$ cat config.mk
export PLATFORM = sky130hd
export DESIGN_NAME = qpc_top
export DESIGN_NICKNAME = d
export VERILOG_FILES = /design/src/qpc_pkg.sv /design/src/qpc_debounce.sv /design/src/qpc_top.sv
export VERILOG_INCLUDE_DIRS = /design/src
export SDC_FILE = /design/constraint.sdc
export NUM_CORES = 1
export LEC_CHECK = 0
export ABC_CLOCK_PERIOD_IN_PS = 4500
export BUFFER_PORTS_ARGS = -buffer_cell sky130_fd_sc_hd__clkbuf_2
export CAP_MARGIN = 10
export CORE_MARGIN = 2
export CORE_UTILIZATION = 63
export DETAILED_ROUTE_END_ITERATION = 10
export GPL_TIMING_DRIVEN = 0
export PLACE_DENSITY_LB_ADDON = 0.3
export SYNTH_ARGS = -nofsm -noshare
export SYNTH_HDL_FRONTEND = slang
export SYNTH_SLANG_ARGS = --single-unit
$ cat constraint.sdc
create_clock -name pclk -period 4.5 [get_ports pclk]
set_input_delay 0.225 -clock pclk [delete_from_list [all_inputs] [get_ports pclk]]
set_output_delay 0.225 -clock pclk [all_outputs]
set_load 0.05 [all_outputs]
$ cat src/qpc_cfg.svh
// Offsets, field positions, reset values and timing counts of the quadrature position counter.
`ifndef QPC_CFG_SVH
`define QPC_CFG_SVH

`define QPC_CLK_MHZ 100
`define QPC_TICK_NS 500
`define QPC_TICK_CYCLES ((`QPC_TICK_NS * `QPC_CLK_MHZ + 999) / 1000)
`define QPC_MAX_PULSE_KHZ 6000

`define QPC_NUM_CH 3
`define QPC_OFF_CTRL 8'h00
`define QPC_OFF_CH_BASE 8'h10
`define QPC_SUB_CFG 2'h0
`define QPC_SUB_LO 2'h1
`define QPC_SUB_HI 2'h2
`define QPC_SUB_STAT 2'h3

`define QPC_CTRL_START_BIT 0
`define QPC_CTRL_STOP_BIT 1
`define QPC_CTRL_SCAN_BIT 2
`define QPC_CFG_RST 32'h0000_0002

`define QPC_DEB_T0 16'h0001
`define QPC_DEB_T1 16'h0002
`define QPC_DEB_T2 16'h0004
`define QPC_DEB_T3 16'h0008
`define QPC_DEB_T4 16'h0010
`define QPC_DEB_T5 16'h0020
`define QPC_DEB_T6 16'h0040
`define QPC_DEB_T7 16'h0080
`define QPC_DEB_T8 16'h0100
`define QPC_DEB_T9 16'h0200
`define QPC_DEB_T10 16'h0400
`define QPC_DEB_T11 16'h0800
`define QPC_DEB_T12 16'h1000
`define QPC_DEB_T13 16'h2000
`define QPC_DEB_T14 16'h4000
`define QPC_DEB_T15 16'hc738

`endif

$ cat src/qpc_pkg.sv
// Types shared by the quadrature position counter modules.
`default_nettype none
package qpc_pkg;

  typedef enum logic [1:0] {
    single_edge_mode = 2'b00,
    double_edge_mode = 2'b01,
    quad_edge_mode = 2'b10
  } qpc_res_e;

  typedef struct packed {
    logic invert;
    logic bypass;
    logic before_mode;
    logic [3:0] time_sel;
  } qpc_filt_s;

  typedef struct packed {
    logic pad3;
    qpc_filt_s z;
    logic pad2;
    qpc_filt_s b;
    logic pad1;
    qpc_filt_s a;
    logic [3:0] pad0;
    logic idx_zero;
    logic wide32;
    qpc_res_e res;
  } qpc_chcfg_s;

  typedef struct packed {
    logic sync1;
    logic sync2;
    logic last;
    logic out;
    logic [15:0] cnt;
  } qpc_deb_s;

  typedef struct packed {
    logic [15:0] tick_cnt;
    logic acq_active;
    logic [2:0] pa;
    logic [2:0] pb;
    logic [2:0] pz;
    logic [2:0] ref_valid;
    logic [2:0][31:0] count;
    logic [2:0][31:0] latch;
    logic [2:0][31:0] cfg;
    logic [31:0] prdata;
    logic pslverr;
  } qpc_top_s;

endpackage
`default_nettype wire

$ cat src/qpc_debounce.sv
// Input synchroniser, inverter and debounce filter for one encoder input.
`default_nettype none
`include "qpc_cfg.svh"
module qpc_debounce (
  // Clock and reset.
  input wire logic pclk,
  input wire logic presetn,
  // Raw pin and 500 ns time base.
  input wire logic pin_raw,
  input wire logic tick,
  // Filter setup.
  input wire qpc_pkg::qpc_filt_s filt,
  // Filtered level.
  output logic pin_filt
);

  qpc_pkg::qpc_deb_s state_reg;
  qpc_pkg::qpc_deb_s state_next;
  logic [15:0] limit;
  logic level;

  always_comb begin
    case (filt.time_sel) // RQ8
      4'h0: limit = `QPC_DEB_T0;
      4'h1: limit = `QPC_DEB_T1;
      4'h2: limit = `QPC_DEB_T2;
      4'h3: limit = `QPC_DEB_T3;
      4'h4: limit = `QPC_DEB_T4;
      4'h5: limit = `QPC_DEB_T5;
      4'h6: limit = `QPC_DEB_T6;
      4'h7: limit = `QPC_DEB_T7;
      4'h8: limit = `QPC_DEB_T8;
      4'h9: limit = `QPC_DEB_T9;
      4'ha: limit = `QPC_DEB_T10;
      4'hb: limit = `QPC_DEB_T11;
      4'hc: limit = `QPC_DEB_T12;
      4'hd: limit = `QPC_DEB_T13;
      4'he: limit = `QPC_DEB_T14;
      default: limit = `QPC_DEB_T15;
    endcase
  end

  always_comb begin
    state_next = state_reg;
    state_next.sync1 = pin_raw; // RQ17
    state_next.sync2 = state_reg.sync1; // RQ17
    level = state_reg.sync2 ^ filt.invert; // RQ15
    if (filt.bypass) begin
      state_next.out = level; // RQ15
      state_next.last = level;
      state_next.cnt = 16'h0000;
    end else if (level != state_reg.last) begin
      // Any change restarts the stability count.
      state_next.last = level;
      state_next.cnt = 16'h0000;
      if (filt.before_mode && state_reg.cnt >= limit && level != state_reg.out) begin
        state_next.out = level; // RQ14
      end
    end else begin
      if (tick && state_reg.cnt < limit) begin
        state_next.cnt = state_reg.cnt + 16'h0001;
      end
      // After-stable edges and the catch-up of a before-stable output both land here.
      if (state_reg.cnt >= limit && level != state_reg.out) begin
        state_next.out = level; // RQ13
      end
    end
  end

  always_ff @(posedge pclk or negedge presetn) begin
    if (!presetn) begin
      state_reg <= '0;
    end else begin
      state_reg <= state_next;
    end
  end

  assign pin_filt = state_reg.out;

endmodule
`default_nettype wire

$ cat src/qpc_top.sv
// Three-channel quadrature position counter with APB register access.
//
// Local design decisions: the register addresses and the APB interface to the registers.
`default_nettype none
`include "qpc_cfg.svh"
// What this block does and what its software must do
// RQ1: Count up when phase A leads phase B, down when it lags.
// RQ2: Resolution selects single-edge, double-edge or quad-edge counting.
// RQ3: With index zeroing enabled, an index pulse resets the count to zero.
// RQ4: Each counter works as a 16-bit word or a 32-bit value.
// RQ5: Pulse trains up to 6 MHz are counted; the encoder stays below that.
// RQ6: Three independent channels, each with lead, quadrature and index inputs.
// RQ7: Encoder inputs serve only counting; no remapping to other functions.
// RQ8: Each input has a debounce filter with sixteen selectable times.
// RQ9: Starting an acquisition clears every counter, so scan one reads zero.
// RQ10: Each start-of-scan strobe during an acquisition copies every counter into its holding register.
// RQ11: Index-referenced position is flagged invalid until the first index pulse.
// RQ12: Software using a counter as trigger sets a threshold of at least one.
// RQ13: After-stable mode changes output only after the new level held long enough.
// RQ14: Before-stable mode follows an edge at once if the input was stable.
// RQ15: Each input has a selectable inverter and a debounce bypass.
// RQ16: All timing, debounce time base included, comes from the one system clock.
// RQ17: Encoder inputs pass two flip-flops before any decoding.
// RQ18: Latched low and high words come from the same capture instant.
module qpc_top #(
  parameter int TICK_CYCLES = `QPC_TICK_CYCLES
) (
  // APB clock and reset.
  input wire logic pclk,
  input wire logic presetn,
  // APB slave.
  input wire logic psel,
  input wire logic penable,
  input wire logic pwrite,
  input wire logic [7:0] paddr,
  input wire logic [31:0] pwdata,
  input wire logic [3:0] pstrb,
  output logic [31:0] prdata,
  output logic pready,
  output logic pslverr,
  // Acquisition engine strobes.
  input wire logic acq_start,
  input wire logic acq_stop,
  input wire logic scan_strobe,
  // Encoder pins.
  input wire logic enc0_phase_lead,
  input wire logic enc0_phase_quad,
  input wire logic enc0_index,
  input wire logic enc1_phase_lead,
  input wire logic enc1_phase_quad,
  input wire logic enc1_index,
  input wire logic enc2_phase_lead,
  input wire logic enc2_phase_quad,
  input wire logic enc2_index,
  // Scan data towards the acquisition engine.
  output logic [2:0][31:0] scan_count,
  output logic [2:0] ref_valid,
  output logic acq_active
);

  if (TICK_CYCLES < 1 || TICK_CYCLES > 65535) begin : g_bad_tick
    $error("TICK_CYCLES must lie between 1 and 65535");
  end

  qpc_pkg::qpc_top_s state_reg;
  qpc_pkg::qpc_top_s state_next;
  logic [2:0][2:0] raw;
  logic [2:0][2:0] flt;
  logic tick;

  // Lead, quadrature and index pins are wired straight to their debounce filter only.
  assign raw[0] = {enc0_index, enc0_phase_quad, enc0_phase_lead}; // RQ7
  assign raw[1] = {enc1_index, enc1_phase_quad, enc1_phase_lead}; // RQ7
  assign raw[2] = {enc2_index, enc2_phase_quad, enc2_phase_lead}; // RQ7

  // The debounce time base is a divided pclk enable, so no second clock exists.
  assign tick = (state_reg.tick_cnt == 16'(TICK_CYCLES - 1)); // RQ16

  for (genvar ch = 0; ch < `QPC_NUM_CH; ch++) begin : g_ch // RQ6
    for (genvar k = 0; k < 3; k++) begin : g_in
      qpc_pkg::qpc_chcfg_s chcfg;
      qpc_pkg::qpc_filt_s filt;
      assign chcfg = qpc_pkg::qpc_chcfg_s'(state_reg.cfg[ch]);
      assign filt = (k == 0) ? chcfg.a : (k == 1) ? chcfg.b : chcfg.z;
      qpc_debounce u_deb (
        .pclk(pclk),
        .presetn(presetn),
        .pin_raw(raw[ch][k]),
        .tick(tick),
        .filt(filt),
        .pin_filt(flt[ch][k])
      ); // RQ8
    end
  end

  always_comb begin
    logic setup;
    logic wr;
    logic start;
    logic stop;
    logic scan;
    logic [1:0] ch_sel;
    logic [1:0] sub;
    logic a;
    logic b;
    logic z;
    logic a_r;
    logic a_f;
    logic b_r;
    logic b_f;
    logic z_r;
    logic step;
    logic up;
    logic [31:0] nxt;
    qpc_pkg::qpc_chcfg_s c;
    state_next = state_reg;
    setup = psel && !penable;
    wr = psel && penable && pwrite;
    ch_sel = 2'(paddr[7:4] - 4'h1);
    sub = paddr[3:2];
    start = acq_start;
    stop = acq_stop;
    scan = scan_strobe;
    a = 1'b0;
    b = 1'b0;
    z = 1'b0;
    a_r = 1'b0;
    a_f = 1'b0;
    b_r = 1'b0;
    b_f = 1'b0;
    z_r = 1'b0;
    step = 1'b0;
    up = 1'b0;
    nxt = 32'h0000_0000;
    c = '0;

    state_next.tick_cnt = tick ? 16'h0000 : state_reg.tick_cnt + 16'h0001; // RQ16

    // Register writes take effect in the access phase.
    if (wr && paddr == `QPC_OFF_CTRL) begin
      start = start | (pstrb[0] & pwdata[`QPC_CTRL_START_BIT]);
      stop = stop | (pstrb[0] & pwdata[`QPC_CTRL_STOP_BIT]);
      scan = scan | (pstrb[0] & pwdata[`QPC_CTRL_SCAN_BIT]);
    end
    if (wr && paddr[7:4] >= 4'h1 && paddr[7:4] <= 4'h3 && sub == `QPC_SUB_CFG) begin
      for (int by = 0; by < 4; by++) begin
        if (pstrb[by]) begin
          state_next.cfg[ch_sel][by*8 +: 8] = pwdata[by*8 +: 8];
        end
      end
    end

    if (start) begin
      state_next.acq_active = 1'b1;
    end else if (stop) begin
      state_next.acq_active = 1'b0;
    end

    for (int i = 0; i < `QPC_NUM_CH; i++) begin
      c = qpc_pkg::qpc_chcfg_s'(state_reg.cfg[i]);
      a = flt[i][0];
      b = flt[i][1];
      z = flt[i][2];
      state_next.pa[i] = a;
      state_next.pb[i] = b;
      state_next.pz[i] = z;
      // Edges are found on every pclk cycle, so quarter periods near 40 ns still resolve.
      a_r = a & ~state_reg.pa[i]; // RQ5
      a_f = ~a & state_reg.pa[i];
      b_r = b & ~state_reg.pb[i];
      b_f = ~b & state_reg.pb[i];
      z_r = z & ~state_reg.pz[i];
      // In quad-edge mode, edges on both phases in one cycle are a decoding error and are skipped.
      case (c.res) // RQ2
        qpc_pkg::single_edge_mode: step = a_r;
        qpc_pkg::double_edge_mode: step = a_r | a_f;
        qpc_pkg::quad_edge_mode: step = (a_r | a_f | b_r | b_f) & ~((a_r | a_f) & (b_r | b_f));
        default: step = 1'b0;
      endcase
      // Lead ahead of quadrature means upward travel.
      up = (a_r & ~b) | (a_f & b) | (b_r & a) | (b_f & ~a); // RQ1
      nxt = up ? state_reg.count[i] + 32'h0000_0001 : state_reg.count[i] - 32'h0000_0001;
      if (!c.wide32) begin
        nxt[31:16] = 16'h0000; // RQ4
      end
      if (start) begin
        state_next.count[i] = 32'h0000_0000; // RQ9
      end else if (z_r && c.idx_zero) begin
        state_next.count[i] = 32'h0000_0000; // RQ3
      end else if (step) begin
        state_next.count[i] = nxt; // RQ1
      end else if (!c.wide32) begin
        state_next.count[i][31:16] = 16'h0000; // RQ4
      end

      // Both halves are copied in one edge so split reads stay coherent.
      if (start) begin
        state_next.latch[i] = 32'h0000_0000; // RQ9
      end else if (scan && state_reg.acq_active) begin
        state_next.latch[i] = state_reg.count[i]; // RQ10 RQ18
      end

      // The index edge wins over a clear in the same cycle.
      if (z_r && (state_reg.acq_active || start)) begin
        state_next.ref_valid[i] = 1'b1; // RQ11
      end else if (start) begin
        state_next.ref_valid[i] = 1'b0; // RQ11
      end
    end

    // Read data and error are prepared in the setup phase for a zero-wait access.
    if (setup) begin
      state_next.prdata = 32'h0000_0000;
      state_next.pslverr = 1'b0;
      if (paddr[1:0] != 2'b00) begin
        state_next.pslverr = 1'b1;
      end else if (paddr == `QPC_OFF_CTRL) begin
        state_next.prdata = {31'h0000_0000, state_reg.acq_active};
      end else if (paddr[7:4] >= 4'h1 && paddr[7:4] <= 4'h3) begin
        case (sub)
          `QPC_SUB_CFG: state_next.prdata = state_reg.cfg[ch_sel];
          `QPC_SUB_LO: state_next.prdata = {16'h0000, state_reg.latch[ch_sel][15:0]};
          `QPC_SUB_HI: state_next.prdata = {16'h0000, state_reg.latch[ch_sel][31:16]}; // RQ18
          default: state_next.prdata = {31'h0000_0000, state_reg.ref_valid[ch_sel]};
        endcase
      end else begin
        state_next.pslverr = 1'b1;
      end
    end
  end

  always_ff @(posedge pclk or negedge presetn) begin
    if (!presetn) begin
      state_reg <= '0;
      state_reg.cfg <= {`QPC_NUM_CH{`QPC_CFG_RST}};
    end else begin
      state_reg <= state_next;
    end
  end

  // Zero-wait slave: every access completes in its first access cycle.
  assign pready = 1'b1;
  assign prdata = state_reg.prdata;
  assign pslverr = state_reg.pslverr;
  assign scan_count = state_reg.latch;
  assign ref_valid = state_reg.ref_valid;
  assign acq_active = state_reg.acq_active;

endmodule
`default_nettype wire

### After elaboration in Yosys (flattened, before gate mapping)

Memories as Yosys holds them, arrays and structs flattened.
Index checks and enable logic that the tools add are counted.

* flip-flop bits (word level): 530
* bits in read-only memories: 2304
* output and inout port bits: 134
* memories kept: 9

Memories
* (no name shown): depth 16, width 16, rd ports 1, clocked after Yosys merged registers in 0, write ports 0, RTL line qpc_debounce.sv:23 `case (filt.time_sel)`
* (no name shown): depth 16, width 16, rd ports 1, clocked after Yosys merged registers in 0, write ports 0, RTL line qpc_debounce.sv:23
* (no name shown): depth 16, width 16, rd ports 1, clocked after Yosys merged registers in 0, write ports 0, RTL line qpc_debounce.sv:23
* (no name shown): depth 16, width 16, rd ports 1, clocked after Yosys merged registers in 0, write ports 0, RTL line qpc_debounce.sv:23
* (no name shown): depth 16, width 16, rd ports 1, clocked after Yosys merged registers in 0, write ports 0, RTL line qpc_debounce.sv:23
* (no name shown): depth 16, width 16, rd ports 1, clocked after Yosys merged registers in 0, write ports 0, RTL line qpc_debounce.sv:23
* +3 memories

* $add $sub $neg: 17
* $lt $le $gt $ge: 22
* eq/ne operators: 39
* mux-type cells: 126
* bitwise logic cells: 87
* reduce and logical (&&, ||, !) cells: 104

Operator list (number)
* $mux W32: 21
* $mux W96: 7
* $bwmux W96: 4
* $mux W16: 23
* $demux W32 S2: 4
* $mux W18: 9
* $add A16 B1 Y16 const B: 10
* $mux W17: 9
* $ge A16 B16 Y1: 9
* $lt A16 B16 Y1: 9
* $bmux W32 S2: 2
* $add A32 B1 Y32 const B: 3
* $pmux W32 S3: 1
* $sub A32 B1 Y32 const B: 3
* $reduce_bool A3 Y1: 21
* $logic_and A1 B1 Y1: 52
* $mux W1: 40
* $and A1 B1 Y1: 36
* $reduce_bool A2 Y1: 15
* $ne A3 B3 Y1 const B: 9
* $mux W24: 1
* $or A1 B1 Y1: 24
* $ne A1 B1 Y1: 18
* $not A1 Y1: 18
* 18 further kinds: 47

### Longest topological paths before layout

* depth after elaboration: 16
* gate-level depth with buffers: 15

### Cells and area by module

Synthesis repeated with hierarchy kept, for this count alone.

* cells, all modules: 4005
* area total of the unflattened synthesis: 35302.6 um^2

Modules (own cells, without submodules)
* qpc_top: instances 1, cells an instance 2368, area an instance 21002.6 um^2
* qpc_debounce at g_ch[1].g_in[1].u_deb ...: instances 3, cells an instance 186, area an instance 1599.0 um^2
* qpc_debounce at g_ch[0].g_in[2].u_deb ...: instances 2, cells an instance 183, area an instance 1589.0 um^2
* qpc_debounce at g_ch[0].g_in[1].u_deb: instances 1, cells an instance 180, area an instance 1601.5 um^2
* qpc_debounce at g_ch[0].g_in[0].u_deb: instances 1, cells an instance 175, area an instance 1577.8 um^2
* qpc_debounce at g_ch[1].g_in[2].u_deb: instances 1, cells an instance 179, area an instance 1577.8 um^2
* qpc_debounce at g_ch[2].g_in[1].u_deb: instances 1, cells an instance 179, area an instance 1567.8 um^2

### Worst setup path before layout

No wires, ideal clock.

* path kind: reg2reg
* start point: reg g_ch[0].g_in[0].u_deb.state_reg (netlist bit g_ch[0].g_in[0].u_deb.pin_filt)
* end point: reg state_reg[245] in the netlist's numbering
* library setup time: 0.081 ns
* arrival time: 3.324 ns
* required time: 4.419 ns
* setup slack: 1.095 ns
* stages on the path, launching flop included: 15
* buffers on the path: 1
* clock period less this slack: 3.405 ns
* path through: dfrtp_1 > inv_1 > ha_1 > mux2i_1 > nand2_1 > clkbuf_1 > xnor2_1 > ha_1 > nand4_1 > nor3_1 > a41oi_1 > or3_1 > mux2_1 > or3_1 > a21oi_1

* cells in the longest elaborated chain, start to end: 11

RTL lines
* start: declaration: RTL line qpc_debounce.sv:17 `qpc_pkg::qpc_deb_s state_reg;`
* start signal: assignment: RTL line qpc_debounce.sv:74 `state_reg <= state_next;`
* $not A1 Y1: RTL line qpc_top.sv:169, qpc_top.sv:181
* $and A1 B1 Y1: RTL line qpc_top.sv:169 `a_f = ~a & state_reg.pa[i];`
* $and A1 B1 Y1: RTL line qpc_top.sv:181 `up = (a_r & ~b) | (a_f & b) | (b_r & a) | (b_f & ~a);`
* $or A1 B1 Y1 (3 in a row): RTL line qpc_top.sv:181
* $mux W32: RTL line qpc_top.sv:182 `nxt = up ? state_reg.count[i] + 32'h0000_0001 : state_reg.count[i] - 32'h0000_0001;`
* $mux W16: RTL line qpc_top.sv:183 `if (!c.wide32) begin`
* $mux W16: RTL line qpc_top.sv:190 `end else if (step) begin`
* $mux W32: RTL line qpc_top.sv:188 `end else if (z_r && c.idx_zero) begin`
* $mux W32: RTL line qpc_top.sv:186 `if (start) begin`
* end signal: assignment: RTL line qpc_top.sv:237 `state_reg <= state_next;`
* end: declaration: RTL line qpc_top.sv:65 `qpc_pkg::qpc_top_s state_reg;`

Parallel ways exist; a longest one is shown, timed or not.
A chain may end at the register's enable or synchronous reset.

### Worst setup path after layout

* start point: reg g_ch[1].g_in[0].u_deb.state_reg (netlist bit g_ch[1].g_in[0].u_deb.pin_filt)
* end point: reg state_reg[279] in the netlist's numbering

* cells in the longest elaborated chain, start to end: 11

RTL lines (RTL line)
* start: declaration: qpc_debounce.sv:17
* start signal: assignment: qpc_debounce.sv:74
* $not A1 Y1: qpc_top.sv:169, qpc_top.sv:181
* $and A1 B1 Y1: qpc_top.sv:169
* $and A1 B1 Y1: qpc_top.sv:181
* $or A1 B1 Y1 (3 in a row): qpc_top.sv:181
* $mux W32: qpc_top.sv:182
* $mux W16: qpc_top.sv:183
* $mux W16: qpc_top.sv:190
* $mux W32: qpc_top.sv:188
* $mux W32: qpc_top.sv:186

Parallel ways exist; a longest one is shown, timed or not.

==> flow_metrics.tcl <==
set metrics [dict create \
    outcome "finished clean" \
    power.clock.fraction_pct 33.8 \
    post_synth_and_or_nand_nor_area_fraction_pct 24.85 \
    post_layout_nets 4504 \
    post_synth_instance_area_um2 34830 \
    cp.required_ps 5070 \
    total_global_route_track_usage_pct 37.06 \
    total_count_of_max_transition_violations_in_the_final_report 0 \
    clock_path_buffers 3 \
    synth_cells 3965 \
    max_slew_margin_pct 30.53 \
    floorplan.die.width_um 239.1 \
    critical_path.top_delay_family "buffers and inverters" \
    synth_adder_area_share_pct 6.323 \
    first_global_vias 30290 \
    place_worst_setup_slack_ps -844.0 \
    port_buffers 192 \
    powerDensity_nw_per_um2 396.7 \
    max_stage_delay_ps 550 \
    h-tree-depth 2 \
    finalWorstPathRequiredPeriod_ps 4385 \
    layout.cells.most_common_list "sky130_fd_sc_hd__dfrtp_1, sky130_fd_sc_hd__nand2_1, sky130_fd_sc_hd__nand3_1" \
    avgSynthCellArea_um2 8.784 \
    ys_seq_area_share_pct 38.09 \
    drive_above_1_share_pct 13.68 \
    via_per_inst 6.399 \
    layout_commonest_cell "sky130_fd_sc_hd__dfrtp_1" \
    synth_enable_flop_cells 0 \
    floorplan.die_area_um2 57180 \
    initial_antenna_violation_count 5 \
    post-cts-setup-buffers 0 \
    cp-start-kind "flop" \
    drt_pass1_iterations 6 \
    routed_wl_um 106200 \
    route.detailed.wl_per_inst_um 21.15 \
    ys_dominant_reg_cell "sky130_fd_sc_hd__dfrtp_1" \
    synthDistinctLibCells 84 \
    peakVddDrop_uv 340.2 \
    synth_top_family_by_area "simple AND/OR/NAND/NOR gates" \
    antenna_left 0 \
    cts.clk_slew.worst_paths_ps 60 \
    tightest_slew_ps 1042 \
    cts_buffer_count 59 \
    timing.final.hold_violations 0 \
    core_box_area_um2 54880 \
    endpoint_kind "flop" \
    count_of_standard_cell_rows 86 \
    hold_path.class "in2reg" \
    setup_slack_ps 114.8 \
    yosys.area_share.xor_xnor_pct 4.099 \
    ys_warn_count 0 \
    tritoncts_num_sinks 530 \
    place.gp.congestion 0.9995 \
    starting_density_of_the_core_pct 63.46 \
    post-place-cells 4866 \
    timing.critical_path.fanout_max 10 \
    grt.overflow.total 0 \
    path_buf_inv 4 \
    min_from "pwdata[0]" \
    async_reset_ff_share_pct 100.0 \
    cts_root_buf "sky130_fd_sc_hd__clkbuf_16" \
    clock_latency_ps 640 \
    nFillCells 4234 \
    p_sw_share_pct 36.33 \
    final_core_util_pct 71.82 \
    post-layout-total-power_mw 15.63 \
    floorplan.io_pins 195 \
    via_count 32130 \
    fin_worst_skew_ps 18.78 \
    synth_compound_gate_area_share_pct 12.94 \
    tritoncts "yes" \
    synth.area.mux_share_pct 7.085 \
    accumulated_negative_setup_slack_ps 0 \
    finalCritPeriodShare_pct 97.45 \
    p_comb_share_pct 32.8 \
    syn_to_final_growth_pct 13.17 \
    launch_point_of_the_critical_path "g_ch[1].g_in[0].u_deb.pin_filt" \
    drcViolationCount 0 \
    leakagePower_nw 18.22 \
    pin_count_of_the_biggest_net_entering_global_routing 108 \
    finalNonFillerCells 5020 \
    worst_setup_path_category "reg2reg" \
    max_freq_mhz 228.0 \
    crit_chain "inv_1 > ha_1 > mux2i_2 > nand2_2 > clkbuf_1 > buf_6 > xnor2_1 > ha_1 > clkbuf_1 > a22oi_1 > nor4b_2 > o21ai_0 > xor2_1 > nor2_1" \
    p_sw_mw 5.680 \
    worst_r2r_startpoint "g_ch[1].g_in[0].u_deb.pin_filt" \
    synth_nets 4202 \
    internal-power_mw 9.955 \
    drt-initial-drc-count 3313 \
    worst_path_max_delay_cell "sky130_fd_sc_hd__dfrtp_1" \
    first_pass_grt_wire_length_um 167900 \
    estimated_wirelength_of_the_detail_placed_design_um 78550 \
    die_h_um 239.1 \
    arrival_ps 4960 \
    power.sequential.fraction_pct 33.5 \
    synth-seq-cells 530 \
    maxCapViolCount 0 \
    largest_register_ffs 162 \
    finalSetupViolCount 0 \
]
-- power groups by stage --
| stage | sequential (mW) | combinational, mW | clock, mW |
|---|---|---|---|
| 5_1_grt | 5.25 | 5.51 | 5.52 |
| 2_1_floorplan | 5.21 | 3.54 | 0 |
| 4_1_cts | 5.22 | 4.94 | 5.30 |
| 6_report | 5.24 | 5.12 | 5.28 |
| 3_5_place_dp | 5.31 | 4.86 | 0 |
| 3_3_place_gp | 5.30 | 4.84 | 0 |
-- metal layers --
| layer | global-route usage, % | vias to the layer above | wire length (µm) |
|---|---|---|---|
| li1 | - | 14840 | - |
| met1 | 52.04 | 15500 | 44770 |
| met2 | 56.40 | 1465 | 46930 |
| met3 | 6.132 | 308 | 9041 |
| met4 | 16.84 | 10 | 5349 |
| met5 | 0 | - | 63 |
-- Yosys cell counts (all sizes together), types with 66 or more instances --
cell / number / area share, %
and3: 88 / 1.6
clkbuf: 226 / 2.5
or4: 74 / 1.6
nand3: 275 / 4.0
xnor2: 104 / 2.6
ha: 176 / 6.3
mux2i: 125 / 3.6
a21oi: 195 / 2.8
mux2: 106 / 3.4
inv: 66 / 0.71
nor3: 77 / 1.1
nor2: 263 / 2.8
nand2: 446 / 4.8
o21ai: 174 / 2.5
or3: 87 / 1.6
buf: 173 / 3.4
dfrtp: 527 / 38
nand4: 107 / 1.9
-- logic make-up (layout without fill, tap and decap cells) --
| family | after synthesis | after routing |
|---|---|---|
| xor+xnor | 163 | 163 |
| other cells | 1 | 4 |
| flops | 530 | 530 |
| simple gates | 1691 | 1691 |
| buf+inv | 465 | 813 |
| fa+ha+maj | 176 | 176 |
| mux | 232 | 232 |
| compound gates | 707 | 707 |
-- worst reg2reg max path: stages, from the launching register on --
cell,delay [ps]
sky130_fd_sc_hd__dfrtp_1,550
sky130_fd_sc_hd__inv_1,210
sky130_fd_sc_hd__ha_1,260
sky130_fd_sc_hd__mux2i_2,440
sky130_fd_sc_hd__nand2_2,270
sky130_fd_sc_hd__clkbuf_1,380
sky130_fd_sc_hd__buf_6,280
sky130_fd_sc_hd__xnor2_1,160
sky130_fd_sc_hd__ha_1,170
sky130_fd_sc_hd__clkbuf_1,370
sky130_fd_sc_hd__a22oi_1,210
sky130_fd_sc_hd__nor4b_2,450
sky130_fd_sc_hd__o21ai_0,250
sky130_fd_sc_hd__xor2_1,220
sky130_fd_sc_hd__nor2_1,110
-- final timing paths --
check                                                 endpoint  slack (ps)  depth (start not counted)
hold reg to reg            g_ch[1].g_in[2].u_deb.state_reg[18]         350                          0
setup reg to reg                                state_reg[279]         110                         14
hold / removal                        g_ch[0].g_in[0].chcfg[0]          80                          2
setup / recovery                                state_reg[279]         110                         14
max in group asynchronous                       scan_count[68]        2580                          5
min in group asynchronous   g_ch[1].g_in[1].u_deb.state_reg[5]         140                          2
-- repair_timing --
action                                  CTS  global route
resized for setup                         6            11
hold buffers                             44             0
hold endpoints to repair                164             0
endpoints found under the setup margin   17            14
-- through the flow --
step	hold WS [ps]	cell area, µm²
after floorplan	-70.59	34830
after global placement	332.5	36670
after detailed placement	243.9	36820
after CTS	26.50	39380
after global routing	56.97	39410
final	84.82	39420
-- layout make-up --
class | instances | area [µm²] | area share, %
well taps | 704 | 880.8 | 2.235
diodes | 3 | 7.507 | 0.01905
plain buffers | 399 | 2062 | 5.231
clock inverters | 24 | 397.9 | 1.009
clock buffers | 83 | 1698 | 4.308
inverters | 66 | 247.7 | 0.6285
repair buffers | 241 | 1548 | 3.927
flip-flops and latches | 530 | 13270 | 33.66
multi-input cells | 2970 | 19310 | 48.98
No activity file was read; power rests on OpenSTA's default activity.
